`src/compare_ctrl_pkg.sv`:
```
// Package with register map, field positions and reset values for the compare control block
package compare_ctrl_pkg;
  localparam logic [7:0]  CTRL_TWO_ADDR   = 8'h00;
  localparam logic [7:0]  CTRL_ONE_ADDR   = 8'h04;
  localparam logic [7:0]  COMPARE_ADDR    = 8'h08;
  localparam logic [7:0]  PERIOD_ADDR     = 8'h0C;
  localparam logic [7:0]  STATUS_ADDR     = 8'h10;
  localparam int          FAULT_EXIT_BIT  = 15;
  localparam int          FAULT_LEVEL_BIT = 14;
  localparam int          FAULT_HIZ_BIT   = 13;
  localparam int          INVERT_BIT      = 12;
  localparam int          CASCADE_BIT     = 8;
  localparam int          TRIG_SEL_BIT    = 7;
  localparam int          TRIG_STAT_BIT   = 6;
  localparam int          PIN_HIZ_BIT     = 5;
  localparam int          SRC_LSB         = 0;
  localparam int          SRC_WIDTH       = 5;
  localparam logic [15:0] CTRL_TWO_MASK   = 16'hF1FF;
  localparam logic [15:0] CTRL_TWO_RESET  = 16'h000C;
  localparam int          ENABLE_BIT      = 0;
  localparam int          FAULT_FLAG_BIT  = 0;
  localparam int          FAULT_MODE_BIT  = 1;
  localparam int          SYNC_STAGES     = 3;
endpackage : compare_ctrl_pkg

```
`src/pin_sync.sv`:
```
// Three-stage synchroniser that accepts a change once stages two and three agree
`timescale 1ns/10ps
module pin_sync
  import compare_ctrl_pkg::*;
#(
  parameter int WIDTH = 1
)(
  input  wire logic             clk_i,
  input  wire logic             rst_i,
  input  wire logic [WIDTH-1:0] pin_i,
  output logic      [WIDTH-1:0] level_o
);
  logic [WIDTH-1:0] stage [SYNC_STAGES];
  wire  [WIDTH-1:0] agree = ~(stage[1] ^ stage[2]);
  wire  [WIDTH-1:0] next_level = (agree & stage[2]) | (~agree & level_o);

  always_ff @(posedge clk_i)
  begin
    if (rst_i)
    begin
      stage[0] <= '0;
      stage[1] <= '0;
      stage[2] <= '0;
      level_o  <= '0;
    end
    else
    begin
      stage[0] <= pin_i;
      stage[1] <= stage[0];
      stage[2] <= stage[1];
      level_o  <= next_level;
    end
  end
endmodule : pin_sync

```
`src/compare_timer.sv`:
```
// Compare timer: counts under a run enable, wraps at the period, drives its output while the count is below the compare value
`timescale 1ns/10ps
module compare_timer
#(
  parameter int WIDTH = 16
)(
  input  wire logic             clk_i,
  input  wire logic             rst_i,
  input  wire logic             run_i,
  input  wire logic             restart_i,
  input  wire logic [WIDTH-1:0] period_i,
  input  wire logic [WIDTH-1:0] compare_i,
  output logic      [WIDTH-1:0] count_o,
  output logic                  period_start_o,
  output logic                  out_o
);
  if (WIDTH < 2 || WIDTH > 32)
  begin : g_bad_width
    $error("compare_timer width out of range");
  end

  wire wrap = run_i && (count_o >= period_i);

  always_ff @(posedge clk_i)
  begin
    if (rst_i || !run_i || restart_i)
      count_o <= '0;
    else if (wrap)
      count_o <= '0;
    else
      count_o <= count_o + 1'b1;
  end

  always_ff @(posedge clk_i)
  begin
    if (rst_i)
    begin
      period_start_o <= 1'b0;
      out_o          <= 1'b0;
    end
    else
    begin
      period_start_o <= wrap || restart_i;
      out_o          <= run_i && (count_o < compare_i);
    end
  end
endmodule : compare_timer

```
`src/compare_channel.sv`:
```
// Output compare channel with fault, invert, cascade, trigger and pin tri-state control
// What this block and the software using it must do
// RQ1: With fault exit select set, fault mode ends only when the fault is gone, software cleared the flag and a period began.
// RQ2: With fault exit select clear, fault mode ends when the fault is gone and a new period begins.
// RQ3: In a fault with the pin driven, the output goes to the fault drive level.
// RQ4: With fault hi-z enable set the pin floats on a fault, otherwise the drive level sets it.
// RQ5: With output invert set the pin shows the inverse of the compare output.
// RQ6: Bits eleven to nine ignore writes and read as zero.
// RQ7: With cascade enable set two channels form one 32-bit compare unit.
// RQ8: With trigger or sync select set the channel starts on a trigger, else it syncs to the source.
// RQ9: Trigger status reads one when the timer runs, and while zero the timer is held at zero. The code holds it only in trigger mode.
// RQ10: With pin hi-z select set the output floats, otherwise it is driven.
// RQ11: The channel pulses a trigger-out when it is turned off.
// RQ12: Software never selects a channel as its own sync or trigger source.
// RQ13: Software deselects a trigger source before disabling that channel.
// RQ14: Reset loads the source select field with 01100 and clears the other bits.
// RQ15: In trigger mode the source sets trigger status, which stays until software writes zero.
//
// The register addresses and register access over Wishbone are this design's own decisions.
`timescale 1ns/10ps
module compare_channel
  import compare_ctrl_pkg::*;
#(
  parameter int SOURCES = 32
)(
  input  wire logic               clk_i,
  input  wire logic               rst_i,
  input  wire logic               wb_cyc_i,
  input  wire logic               wb_stb_i,
  input  wire logic               wb_we_i,
  input  wire logic [7:0]         wb_adr_i,
  input  wire logic [3:0]         wb_sel_i,
  input  wire logic [31:0]        wb_dat_i,
  output logic      [31:0]        wb_dat_o,
  output logic                    wb_ack_o,
  input  wire logic               fault_i,
  input  wire logic [SOURCES-1:0] source_i,
  input  wire logic               peer_count_wrap_i,
  output logic                    pin_o,
  output logic                    pin_oe_n_o,
  output logic                    trigger_out_o,
  output logic                    count_wrap_o
);
  if (SOURCES < 1 || SOURCES > 32)
  begin : g_bad_sources
    $error("compare_channel source count out of range");
  end

  logic [15:0] ctrl_two;
  logic [15:0] ctrl_one;
  logic [31:0] compare_val;
  logic [31:0] period_val;
  logic        fault_flag;
  logic        fault_mode;
  logic        fault_sync;
  logic        source_prev;
  logic [31:0] count;
  logic        period_start;
  logic        raw_out;
  logic        pin_reg;
  logic        oe_n_reg;

  // Bus decode
  wire bus_req   = wb_cyc_i && wb_stb_i && !wb_ack_o;
  wire bus_wr    = bus_req && wb_we_i;
  wire lo_lanes  = wb_sel_i[0] || wb_sel_i[1];
  wire hit_two   = (wb_adr_i == CTRL_TWO_ADDR);
  wire hit_one   = (wb_adr_i == CTRL_ONE_ADDR);
  wire hit_cmp   = (wb_adr_i == COMPARE_ADDR);
  wire hit_per   = (wb_adr_i == PERIOD_ADDR);
  wire hit_stat  = (wb_adr_i == STATUS_ADDR);

  function automatic logic [15:0] merge16(input logic [15:0] old, input logic [31:0] d,
                                          input logic [3:0] sel);
    merge16 = {sel[1] ? d[15:8] : old[15:8], sel[0] ? d[7:0] : old[7:0]};
  endfunction : merge16

  function automatic logic [31:0] merge32(input logic [31:0] old, input logic [31:0] d,
                                          input logic [3:0] sel);
    merge32 = {merge16(old[31:16], {16'h0000, d[31:16]}, {2'b00, sel[3:2]}),
               merge16(old[15:0], d, sel)};
  endfunction : merge32

  wire        enabled     = ctrl_one[ENABLE_BIT];
  wire        fault_exit  = ctrl_two[FAULT_EXIT_BIT];
  wire        fault_level = ctrl_two[FAULT_LEVEL_BIT];
  wire        fault_hiz   = ctrl_two[FAULT_HIZ_BIT];
  wire        invert      = ctrl_two[INVERT_BIT];
  wire        cascade     = ctrl_two[CASCADE_BIT];
  wire        trig_mode   = ctrl_two[TRIG_SEL_BIT];
  wire        trig_stat   = ctrl_two[TRIG_STAT_BIT];
  wire        pin_hiz     = ctrl_two[PIN_HIZ_BIT];
  wire [4:0]  src_sel     = ctrl_two[SRC_LSB +: SRC_WIDTH];

  // Selected sync or trigger source, edge detected
  wire        src_level   = (32'(src_sel) < SOURCES) ? source_i[src_sel] : 1'b0;
  wire        src_event   = src_level && !source_prev;

  // Software write to control register two, reserved bits forced to zero
  wire        wr_two      = bus_wr && hit_two && lo_lanes;
  wire [15:0] wr_two_val  = merge16(ctrl_two, wb_dat_i, wb_sel_i) & CTRL_TWO_MASK; // see RQ6
  wire        trig_set    = enabled && trig_mode && src_event;                     // see RQ15
  wire        next_trig   = trig_set ? 1'b1 : (wr_two ? wr_two_val[TRIG_STAT_BIT] : trig_stat);
  wire [15:0] next_two    = wr_two ? wr_two_val : ctrl_two;

  // Fault flag: set by fault input, software clears by writing one, set wins
  wire        clr_flag    = bus_wr && hit_stat && wb_sel_i[0] && wb_dat_i[FAULT_FLAG_BIT];
  wire        next_flag   = fault_sync ? 1'b1 : (clr_flag ? 1'b0 : fault_flag);

  // Fault exit conditions
  wire        exit_ready  = !fault_sync && (!fault_exit || !fault_flag);             // see RQ1
  wire        next_fmode  = fault_sync ? 1'b1 :
                            ((fault_mode && exit_ready && period_start) ? 1'b0 : fault_mode); // see RQ2

  // Timer run and restart: trigger mode waits on status, sync mode restarts on source
  wire        run         = enabled && (!trig_mode || trig_stat);                   // see RQ9
  wire        restart     = enabled && !trig_mode && src_event;                     // see RQ8
  wire        timer_restart = restart || (cascade && peer_count_wrap_i);            // see RQ7
  wire [31:0] eff_period  = cascade ? period_val : {16'h0000, period_val[15:0]};    // see RQ7
  wire [31:0] eff_compare = cascade ? compare_val : {16'h0000, compare_val[15:0]};

  // Output path
  wire        shaped_out  = raw_out ^ invert;                                       // see RQ5
  wire        next_pin    = fault_mode ? fault_level : shaped_out;                  // see RQ3
  wire        next_oe_n   = pin_hiz || (fault_mode && fault_hiz);                   // see RQ4, RQ10

  wire [31:0] rd_data     = hit_two  ? {16'h0000, ctrl_two} :
                            hit_one  ? {16'h0000, ctrl_one} :
                            hit_cmp  ? compare_val :
                            hit_per  ? period_val :
                            hit_stat ? {30'h0, fault_mode, fault_flag} : 32'h0000_0000;

  // Fault source may come from a pin, so it is synchronised first
  pin_sync #(
    .WIDTH   (1)
  ) u_fault_sync (
    .clk_i   (clk_i),
    .rst_i   (rst_i),
    .pin_i   (fault_i),
    .level_o (fault_sync)
  );

  compare_timer #(
    .WIDTH          (32)
  ) u_timer (
    .clk_i          (clk_i),
    .rst_i          (rst_i),
    .run_i          (run),
    .restart_i      (timer_restart),
    .period_i       (eff_period),
    .compare_i      (eff_compare),
    .count_o        (count),
    .period_start_o (period_start),
    .out_o          (raw_out)
  );

  always_ff @(posedge clk_i)
  begin
    if (rst_i)
    begin
      ctrl_two <= CTRL_TWO_RESET;                                                    // see RQ14
      ctrl_one <= 16'h0000;
    end
    else
    begin
      ctrl_two <= {next_two[15:7], next_trig, next_two[5:0]};
      if (bus_wr && hit_one)
        ctrl_one <= merge16(ctrl_one, wb_dat_i, wb_sel_i);
    end
  end

  always_ff @(posedge clk_i)
  begin
    if (rst_i)
    begin
      compare_val <= 32'h0000_0000;
      period_val  <= 32'hFFFF_FFFF;
    end
    else
    begin
      if (bus_wr && hit_cmp)
        compare_val <= merge32(compare_val, wb_dat_i, wb_sel_i);
      if (bus_wr && hit_per)
        period_val <= merge32(period_val, wb_dat_i, wb_sel_i);
    end
  end

  always_ff @(posedge clk_i)
  begin
    if (rst_i)
    begin
      fault_flag    <= 1'b0;
      fault_mode    <= 1'b0;
      source_prev   <= 1'b0;
      pin_reg       <= 1'b0;
      oe_n_reg      <= 1'b0;
      trigger_out_o <= 1'b0;
      wb_ack_o      <= 1'b0;
      wb_dat_o      <= 32'h0000_0000;
    end
    else
    begin
      fault_flag    <= next_flag;
      fault_mode    <= next_fmode;
      source_prev   <= src_level;
      pin_reg       <= next_pin;
      oe_n_reg      <= next_oe_n;
      trigger_out_o <= bus_wr && hit_one && wb_sel_i[0] && enabled
                       && !wb_dat_i[ENABLE_BIT];                                     // see RQ11
      wb_ack_o      <= bus_req;
      wb_dat_o      <= bus_req ? rd_data : wb_dat_o;
    end
  end

  assign pin_o        = pin_reg;
  assign pin_oe_n_o   = oe_n_reg;
  assign count_wrap_o = period_start;

  // Timer run, restart and trigger status
  stat_hold_a: assert property (@(posedge clk_i) disable iff (rst_i)                // see RQ9
    !trig_stat && trig_mode |=> count == 0)
    else $error("timer not held while trigger status low");
  timer_run_a: assert property (@(posedge clk_i) disable iff (rst_i)                // see RQ9
    run && !timer_restart && count < eff_period |=> count == $past(count) + 32'h0000_0001)
    else $error("running timer did not advance");
  trig_set_a: assert property (@(posedge clk_i) disable iff (rst_i)                 // see RQ15
    trig_set |=> trig_stat)
    else $error("trigger status not set by source");
  stat_clear_a: assert property (@(posedge clk_i) disable iff (rst_i)               // see RQ15
    wr_two && !wr_two_val[TRIG_STAT_BIT] && !trig_set |=> !trig_stat)
    else $error("trigger status not cleared by software");
  sync_restart_a: assert property (@(posedge clk_i) disable iff (rst_i)             // see RQ8
    restart |=> count == 0)
    else $error("sync source did not restart timer");
  peer_restart_a: assert property (@(posedge clk_i) disable iff (rst_i)             // see RQ7
    cascade && peer_count_wrap_i |=> count == 0)
    else $error("peer wrap did not restart cascaded timer");
  period_wrap_a: assert property (@(posedge clk_i) disable iff (rst_i)              // see RQ2
    run && count >= eff_period |=> count == 0)
    else $error("timer did not wrap at period");

  // Fault entry, hold and exit
  flag_set_a: assert property (@(posedge clk_i) disable iff (rst_i)                 // see RQ1
    fault_sync |=> fault_flag)
    else $error("fault flag not set by fault");
  flag_clear_a: assert property (@(posedge clk_i) disable iff (rst_i)               // see RQ1
    clr_flag && !fault_sync |=> !fault_flag)
    else $error("fault flag not cleared by software");
  fault_enter_a: assert property (@(posedge clk_i) disable iff (rst_i)              // see RQ3
    fault_sync |=> fault_mode)
    else $error("fault mode not entered");
  fault_hold_a: assert property (@(posedge clk_i) disable iff (rst_i)               // see RQ1
    fault_mode && fault_exit && fault_flag |=> fault_mode)
    else $error("fault mode left with flag set");
  fault_exit_a: assert property (@(posedge clk_i) disable iff (rst_i)               // see RQ2
    fault_mode && !fault_exit && !fault_sync && period_start |=> !fault_mode)
    else $error("fault mode not left at period start");

  // Pin level and drive
  fault_drive_a: assert property (@(posedge clk_i) disable iff (rst_i)              // see RQ3
    fault_mode && !fault_hiz && !pin_hiz |=> pin_o == $past(fault_level))
    else $error("fault drive level wrong");
  fault_hiz_a: assert property (@(posedge clk_i) disable iff (rst_i)                // see RQ4
    fault_mode && fault_hiz |=> pin_oe_n_o)
    else $error("pin not floated on fault");
  pin_hiz_a: assert property (@(posedge clk_i) disable iff (rst_i)                  // see RQ10
    pin_hiz |=> pin_oe_n_o)
    else $error("pin not floated by pin hi-z select");
  pin_driven_a: assert property (@(posedge clk_i) disable iff (rst_i)               // see RQ10
    !pin_hiz && !(fault_mode && fault_hiz) |=> !pin_oe_n_o)
    else $error("pin not driven");
  invert_out_a: assert property (@(posedge clk_i) disable iff (rst_i)               // see RQ5
    !fault_mode |=> pin_o == ($past(raw_out) ^ $past(invert)))
    else $error("output invert wrong");

  // Register contents and turn-off pulse
  reserved_zero_a: assert property (@(posedge clk_i) disable iff (rst_i)            // see RQ6
    ctrl_two[11:9] == 3'b000)
    else $error("reserved bits not zero");
  reset_value_a: assert property (@(posedge clk_i) disable iff (rst_i)              // see RQ14
    $past(rst_i) |-> ctrl_two == CTRL_TWO_RESET)
    else $error("control register two wrong after reset");
  off_pulse_a: assert property (@(posedge clk_i) disable iff (rst_i)                // see RQ11
    $fell(enabled) && !$past(rst_i) |-> trigger_out_o)
    else $error("no trigger out on turn off");
  off_only_a: assert property (@(posedge clk_i) disable iff (rst_i)                 // see RQ11
    trigger_out_o |-> !enabled)
    else $error("trigger out while still enabled");
endmodule : compare_channel

```
`config.mk`:
```
export PLATFORM = sky130hd
export DESIGN_NAME = compare_channel
export DESIGN_NICKNAME = d
export VERILOG_FILES = /design/src/compare_ctrl_pkg.sv /design/src/pin_sync.sv /design/src/compare_timer.sv /design/src/compare_channel.sv
export SDC_FILE = /design/constraint.sdc
export NUM_CORES = 1
export LEC_CHECK = 0
export BUFFER_PORTS_ARGS = -buffer_cell sky130_fd_sc_hd__buf_2
export CORE_MARGIN = 2
export CORE_UTILIZATION = 45
export DETAILED_ROUTE_END_ITERATION = 8
export GPL_TIMING_DRIVEN = 1
export HOLD_SLACK_MARGIN = 0.02
export PLACE_DENSITY = 0.64
export SLEW_MARGIN = 10
export SYNTH_ARGS = -nofsm -noshare
export SYNTH_HDL_FRONTEND = slang
export SYNTH_HIERARCHICAL = 1
export SYNTH_SLANG_ARGS = --single-unit
```
`constraint.sdc`:
```
create_clock -name clk_i -period 4.2 [get_ports clk_i]
set_input_delay 0.63 -clock clk_i [delete_from_list [all_inputs] [get_ports clk_i]]
set_output_delay 0.63 -clock clk_i [all_outputs]
set_load 0.02 [all_outputs]
```
# After elaboration in Yosys (flattened, before gate mapping)
# Memories as Yosys holds them, arrays and structs flattened.
# Cells that the tools add are included.
# word_totals
n_memories,1
in_bits,83
ramBits,3
elab_cells,128
latch_bits,0
out_inout_bits,37
mem_bits_ro,0
ff_bits,167
# op_classes
n_mux,23
shifts,0
n_lt_le_gt_ge,3
n_div,0
n_addsub,1
n_bitwise,9
reduce_logical,61
eq_ne,5
n_mul,0
# mem_list
name,depth,word_bits,read_ports,rd_clocked_by_memory_dff,wr,line,source
u_fault_sync.stage,3,1,3,0,3,pin_sync.sv:13,logic [WIDTH-1:0] stage [SYNC_STAGES];
# ops
cell,n
$mux 32,6
$add 32x1->32 const B,1
$ge 32x32->1,1
$lt 32x32->1,1
$logic_and 1x1->1,27
$reduce_and 2->1,13
$eq 8x4->1 const B,2
$mux 1,14
$eq 8x3->1 const B,1
$eq 8x5->1 const B,1
$logic_not 1->1,8
$logic_not 8->1,1
$logic_or 1x1->1,8
$mux 7,1
$lt 5x6->1 const B,1
$reduce_bool 2->1,3
$bmux 1 s5,1
$or 1x1->1,4
$ne 3x2->1 const B,1
$and 1x1->1,2
$mux 2,1
$reduce_or 2->1,1
$xor 1x1->1,2
$not 1->1,1

# Logic depth before layout (Yosys ltp)
# Gate-level depths: netlist (run 1).
# depth
ltp_word,8
ltp_mapped,14
ltp_nobuf,10

# Modules after synthesis
# Netlist (run 1), hierarchy kept.
# modules_own_cells
module,cells_per_inst,instances,seq_area_each_um2,area_per_inst_um2
compare_channel,696,1,2642.5,5938.2
compare_timer,377,1,680.7,3037.9
pin_sync,10,1,80.1,112.6

# Least setup slack after synthesis (run 1)
# Ideal clock, no wire load.
# synth_timing
path_type,flip-flop to flip-flop
start,register ctrl_two[1]
end,register u_timer.count_o[23]
path_slack_ns,1.198
t_arrival_ns,2.940
setup_time_ns,0.062
required_time_ns,4.138
stages_incl_launch_ff,15
n_path_buf,4
period_less_slack_ns,3.002
path_cell_list,dfxtp_1 clkbuf_1 buf_2 mux2i_1 a21oi_1 nand3_1 nand2_1 a311oi_1 o41ai_1 a2111oi_0 nand2_1 or4_1 buf_2 buf_6 nor2_2
# synth_via
elab_chain_len,7
# synth_lines
item,line,source
start: declaration,compare_channel.sv:49,logic [15:0] ctrl_two;
start signal: assignment,compare_channel.sv:166,"ctrl_two <= {next_two[15:7], next_trig, next_two[5:0]};"
$bmux 1 s5,compare_channel.sv:96,wire src_level = (32'(src_sel) < SOURCES) ? source_i[src_sel] : 1'b0;
$mux 1 (implied by the code),compare_channel.sv:96,
$logic_and 1x1->1,compare_channel.sv:97,wire src_event = src_level && !source_prev;
$logic_and 1x1->1,compare_channel.sv:117,wire restart = enabled && !trig_mode && src_event;
$logic_or 1x1->1,compare_channel.sv:118,wire timer_restart = restart || (cascade && peer_count_wrap_i);
via timer_restart,compare_channel.sv:118,
$logic_or 1x1->1,compare_timer.sv:26,if (rst_i || !run_i || restart_i)
$reduce_or 2->1 (no line),--,
end signal: assignment,compare_timer.sv:31,count_o <= count_o + 1'b1;
end: declaration,compare_timer.sv:13,"output logic [WIDTH-1:0] count_o,"
# The timed path passes the listed nets, and every way through them passes these cells. The select of a mux whose other input is x is not followed.
# A chain may end at the register's enable or synchronous reset.

# Worst setup path after layout (run 1)
# layout_timing
start,register ctrl_two[8]
end,register u_timer.count_o[4]
# layout_via
elab_chain_len,4
elab_cells_between_ends,7
cone_classes,order compare (1); mux (1); reduce/logical (5)
# layout_lines
item,line,source
$mux 32,compare_channel.sv:119,"wire [31:0] eff_period = cascade ? period_val : {16'h0000, period_val[15:0]};"
via eff_period[31],compare_channel.sv:119,
$ge 32x32->1,compare_timer.sv:22,wire wrap = run_i && (count_o >= period_i);
$logic_and 1x1->1,compare_timer.sv:22,
$reduce_or 2->1 (no line),--,
# The timed path passes the listed nets, and every way through them passes these cells.

==> impl_metrics.env, run 1 <==
export IMPL_reg2reg_slack_ns=0.93
export IMPL_r2r_cells=11
export IMPL_syn_inst=1083
export IMPL_cts_setup_buffers=0
export IMPL_final_setup_viol_count=0
export IMPL_core_area_um2=19700
export IMPL_holdPathStages=2
export IMPL_hold_slack_ns=0.413
export IMPL_worstHoldEndpoint="u_fault_sync/stage[0][0]"
export IMPL_cp_end_kind="register"
export IMPL_drt_wl_total_um=24000
export IMPL_status="finished, final reports clean"
export IMPL_die_area_um2=21300
export IMPL_startpoint_type="register"
export IMPL_cts_root_buffer="clkbuf_16"
export IMPL_routed_via_count=7778
export IMPL_drt_iter0_drc=399
export IMPL_ctsHoldBuffers=0
export IMPL_path_max_fanout=20
export IMPL_fin_setup_tns_ns=0
export IMPL_numPortBuffers=119
export IMPL_r2r_end="u_timer/count_o[4]"
export IMPL_stdcell_area_um2=10500
export IMPL_fin_worst_skew_ns=0.00760
export IMPL_die_h_um=146
export IMPL_cts_tree="done"
export IMPL_synth_cell_types=60
export IMPL_cts_sinks=170
export IMPL_ir_drop_mv=0.270
export IMPL_ys_warnings_count=6
export IMPL_power_density_nw_per_um2=326
export IMPL_syn_nets=1230
export IMPL_worst_pin_slew_ns=0.852
export IMPL_drt_first_pass_iters=5
export IMPL_routed_via_density=5.31
export IMPL_synth_seq_area_share_pct=37.4
export IMPL_fin_crit_ns=3.27
export IMPL_p_leak_nw=4.57
export IMPL_h_tree_depth=4
export IMPL_grt_overflow=0
export IMPL_rr_startpoint="ctrl_two[8]"
export IMPL_track_usage_pct=22.7
export IMPL_initial_utilization_pct=46.2
export IMPL_critical_path_required_ns=4.52
export IMPL_grt_max_degree=83
export IMPL_drtAntennaViolNets=0
export IMPL_area_growth_pct=15.8
export IMPL_synth_edf_count=0
export IMPL_critPathArrivalTime_ns=3.60
export IMPL_clkTransAtPathRegs_ns=0.07
export IMPL_syn_area_um2=9090
export IMPL_final_hold_viol_count=0
export IMPL_grt_pass1_wl_um=38800
export IMPL_clockBufferDepth=2
export IMPL_hold_path_startpoint="fault_i"
export IMPL_cts_resized=0
export IMPL_clkLatencyLatePin_ns=0.43
export IMPL_synth_seq_cells=170
export IMPL_p_total_mw=3.43
export IMPL_relSlewSlack_pct=42.8
export IMPL_async_flop_share_pct=0
export IMPL_layout_drive_gt1_share_pct=17.4
export IMPL_core_rowCount=51
export IMPL_gp_congestion=0.824
export IMPL_placed_area_um2=9920
export IMPL_drcViolationCount=0
export IMPL_grt_pass1_vias=7588
export IMPL_fmax_mhz=305
export IMPL_maxCapViolCount=0
export IMPL_layout_commonest_cell="dfxtp_1"
export IMPL_die_w_um=146
export IMPL_place_hpwl_um=18100
export IMPL_antenna_found_initial=1
export IMPL_mostFrequentLayoutCells="dfxtp_1 (170), nand2_1 (148), buf_2 (118)"
export IMPL_synth_area_per_cell_um2=8.39
export IMPL_wl_per_cell_um=16.4
export IMPL_holdCritPathClass="input port to register"
export IMPL_ys_flop_type="dfxtp_1"
export IMPL_rsz0062_at_grt="false"
export IMPL_maxSlewViolCount=0
export IMPL_cts_buffers=17
export IMPL_fin_crit_sh_pct=77.9
export IMPL_ios=120
export IMPL_critPathKind="register to register"
export IMPL_fin_nets=1332
-- report_power, final --
part | internal [mW] | switching [mW] | total (mW) | leakage, nW
Clock | 0.923 | 0.689 | 1.61 | 0.290
Sequential | 1.62 | 0.00633 | 1.63 | 1.37
Combinational | 0.0734 | 0.115 | 0.188 | 2.90
-- worst max path at each step --
stage           startpoint  cells after the start             endpoint  slack, ns
2_1_floorplan  ctrl_two[1]                     14  u_timer/count_o[23]       1.20
3_3_place_gp   ctrl_two[8]                     11   u_timer/count_o[6]       0.93
3_5_place_dp   ctrl_two[8]                     11   u_timer/count_o[5]       0.92
4_1_cts        ctrl_two[8]                     11   u_timer/count_o[5]       0.90
5_1_grt        ctrl_two[8]                     11   u_timer/count_o[9]       0.61
6_report       ctrl_two[8]                     11   u_timer/count_o[4]       0.93
-- sequential cells by signal, summed over array words and instances, names as in the netlist, 3 cells and up, named ones only --
name                flops
wb_dat_o               32
period_val             32
u_timer/count_o        32
ctrl_two               13
compare_val            32
ctrl_one               16
u_fault_sync/stage      3
-- cells by family (layout without fill, tap and decap cells) --
family	after synthesis	in the layout	share of synthesized area, %
adders and majority gates	64	64	8.81
xor gates and xnor gates	31	31	2.99
and+or+nand+nor	481	481	26.5
muxes	68	68	8.67
AOI/OAI and AO/OA	145	145	9.98
buffers and inverters	124	239	5.63
DFF	170	170	37.4
other	0	2	0
-- stage by stage --
| step | util, % | setup WS [ns] | std cells |
|---|---|---|---|
| 2_1_floorplan | - | 1.20 | 1083 |
| 3_3_place_gp | 50.5 | 0.932 | 1431 |
| 3_5_place_dp | 50.5 | 0.918 | 1431 |
| 4_1_cts | 53.5 | 0.896 | 1463 |
| 5_1_grt | 53.5 | 0.607 | 1463 |
| 6_report | 53.6 | 0.926 | 1465 |
-- metal layers --
metal | vias to the layer above | wire length (µm) | global-route usage (%)
met5 | - | 0 | 0
met4 | 0 | 523 | 7.96
met3 | 37 | 865 | 4.19
met2 | 136 | 11700 | 39.0
met1 | 3673 | 10800 | 28.6
li1 | 3932 | - | -
-- synthesized netlist by cell type (4+ instances only) --
library cell	instances	area [µm²]
a221oi_1	17	149
a31oi_1	6	37.5
nor4_1	5	31.3
o21ai_0	15	75.1
a21o_1	11	82.6
nor3_1	25	125
or3_1	5	31.3
nand4_1	13	81.3
buf_1	4	15.0
mux2i_1	54	541
nand2_1	148	556
nor2b_1	7	43.8
mux2_2	6	67.6
nor2_2	10	62.6
and3_1	10	62.6
ha_1	64	801
and2_1	34	213
nand2b_1	6	37.5
mux4_2	8	180
buf_2	7	35.0
inv_1	71	267
a21oi_1	69	345
a22oi_1	8	60.1
nand3_1	56	280
nor2_1	107	402
xor2_1	22	193
buf_6	4	45.0
nand3b_1	33	248
xnor2_1	9	78.8
dfxtp_1	170	3400
clkbuf_1	36	135
-- final cells by class --
class / count / area (µm²)
clock inverter: 13 / 155
antenna: 2 / 5.00
sequential: 170 / 3400
multi-input combinational: 789 / 5180
fill: 1965 / 9130
timing repair buffer: 136 / 738
clock buffer: 19 / 453
tap: 265 / 332
inverter: 71 / 267
-- worst max-delay path, cell delays in order, from the launching register on --
cell and delay, ns:
dfxtp_1 0.60, and2_1 0.22, inv_1 0.06, ha_1 0.28
nand4_1 0.18, nor4_1 0.38, buf_4 0.18, o211ai_1 0.12
a31oi_1 0.44, or4_1 0.42, buf_12 0.20, nor2_1 0.06
(Power assumes the default switching activity.)
==> run 2: changes to the inputs <==
Clock period 4.2 ns to 3.3 ns, I/O delays scaled along.
==> run 2 against run 1 <==
Register-to-register slack lost 0.59 ns. Clock skew grew 0.0046 ns. Critical path depth grew 2. Utilization grew 0.15 points. Clock power grew 21%. Sequential share of layout area shrank 0.080 points. Worst hold slack lost 0.13 ns. Worst setup slack lost 0.59 ns. Critical endpoint is now u_timer/count_o[17]. Highest routed layer unchanged. Critical path type unchanged. Fmax grew 10%. Largest power group unchanged.
==> impl_metrics.env, run 2 (synthesis gave the netlist of run 1 again) <==
export IMPL_status="finished, final reports clean"
export IMPL_worst_pin_slew_ns=0.800
export IMPL_fill_cells=1896
export IMPL_clkTransAtPathRegs_ns=0.07
export IMPL_slowest_stage="or4_4"
export IMPL_die_area_um2=21300
export IMPL_layout_drive_gt1_share_pct=18.0
export IMPL_rsz0062_at_grt="false"
export IMPL_routed_via_density=5.31
export IMPL_drtAntennaViolNets=0
export IMPL_worst_slack_ns=0.336
export IMPL_seq_area_um2=3400
export IMPL_power_density_nw_per_um2=404
export IMPL_die_w_um=146
export IMPL_cp_end_kind="register"
export IMPL_final_hold_viol_count=0
export IMPL_critPathKind="register to register"
export IMPL_wl_per_cell_um=16.6
export IMPL_grtUsageMet3_pct=4.63
export IMPL_place_ws_ns=-0.0948
export IMPL_grt_pass1_vias=7398
export IMPL_clockBufferDepth=2
export IMPL_fin_nets=1338
export IMPL_h_tree_depth=4
export IMPL_p_total_mw=4.27
export IMPL_critical_path_required_ns=3.66
export IMPL_grt_max_degree=81
export IMPL_p_leak_nw=4.60
export IMPL_crit_chain="buf_12 > mux2i_1 > a22oi_1 > nand4b_1 > a21oi_1 > a311oi_1 > buf_4 > o41ai_1 > a2111oi_0 > nand2_1 > or4_4 > buf_12 > nor2_1"
export IMPL_path_max_fanout=21
export IMPL_maxCapViolCount=0
export IMPL_fin_crit_sh_pct=89.8
export IMPL_maxSlewViolCount=0
export IMPL_die_h_um=146
export IMPL_utilization_pct=53.7
export IMPL_cts_tree="done"
export IMPL_fmax_mhz=337
export IMPL_cp_common_cell="buf_12"
export IMPL_ir_drop_mv=0.329
export IMPL_grt_pass1_wl_um=39500
export IMPL_core_area_um2=19700
export IMPL_mostFrequentLayoutCells="dfxtp_1 (169), nand2_1 (148), buf_2 (118)"
export IMPL_place_hpwl_um=18400
export IMPL_cts_setup_buffers=0
export IMPL_fin_setup_tns_ns=0
export IMPL_holdCritPathClass="input port to register"
export IMPL_layout_commonest_cell="dfxtp_1"
export IMPL_fin_worst_skew_ns=0.0122
export IMPL_grt_use_met2_pct=38.8
export IMPL_area_growth_pct=16.2
export IMPL_grt_busiest_layer="met2"
export IMPL_relSlewSlack_pct=46.6
export IMPL_ios=120
export IMPL_routed_via_count=7801
export IMPL_grt_overflow=0
export IMPL_startpoint_type="register"
export IMPL_core_rowCount=51
export IMPL_track_usage_pct=23.0
export IMPL_gp_congestion=0.862
export IMPL_final_setup_viol_count=0
export IMPL_cts_root_buffer="clkbuf_16"
export IMPL_multi_input_area_um2=5190
export IMPL_drt_iter0_drc=486
export IMPL_cts_buffers=17
export IMPL_drcViolationCount=0
export IMPL_grtUsageMet1_pct=30.0
export IMPL_numPortBuffers=119
export IMPL_drt_first_pass_iters=5
export IMPL_critPathArrivalTime_ns=3.32
export IMPL_cts_sinks=170
export IMPL_drt_wl_total_um=24400
export IMPL_fin_crit_ns=2.96
export IMPL_initial_utilization_pct=46.2
export IMPL_max_stage_delay_ns=0.51
export IMPL_antenna_found_initial=1
export IMPL_clkLatencyLatePin_ns=0.43
## run 2: stage by stage
stage	hold WS (ns)	cells	cell area, µm²
2_1_floorplan	0.414	1083	9090
3_3_place_gp	0.417	1437	9970
3_5_place_dp	0.432	1437	9970
4_1_cts	0.262	1469	10600
5_1_grt	0.273	1470	10600
6_report	0.279	1470	10600
## run 2: layer usage
layer	up-vias	routed length [µm]
li1	3935	-
met1	3649	11000
met2	182	11800
met3	35	1140
met4	0	495
met5	-	0
## run 2: critical path: cells and delay by family, from the launching register on
| kind | cells | cell delay (ns) |
|---|---|---|
| AO/OA/AOI/OAI | 5 | 0.88 |
| buffers and inverters | 3 | 0.56 |
| flip-flops | 1 | 0.40 |
| multiplexers | 1 | 0.20 |
| AND/OR/NAND/NOR | 4 | 0.85 |
## run 2: worst paths after layout
kind / cells after the start / from / to / slack (ns)
min reg2reg: 1 / u_fault_sync/stage[0][0] / u_fault_sync/stage[0][1] / 0.45
max: 13 / ctrl_two[1] / u_timer/count_o[17] / 0.34
max reg2reg: 13 / ctrl_two[1] / u_timer/count_o[17] / 0.34
min: 2 / fault_i / u_fault_sync/stage[0][0] / 0.28
## run 2: layout make-up
class                   count  share of cell area, %
clock inverters            14                   1.26
multi-input cells         789                   49.1
well taps                 265                   3.14
repair buffers            142                   7.54
inverters                  71                   2.52
clock buffers              18                   4.16
flip-flops and latches    170                   32.2
diodes                      1                 0.0237
## run 2: report_power, final
group          total, mW  internal (mW)  leakage (nW)  switching, mW
sequential          2.07           2.07          1.37        0.00746
clock               1.95           1.08         0.280          0.877
combinational      0.243         0.0951          2.94          0.148
## run 2: what timing repair did
item                       4_1_cts  5_1_grt
gates resized for setup          1        2
setup endpoints to repair       28       28
hold buffers                     0        0
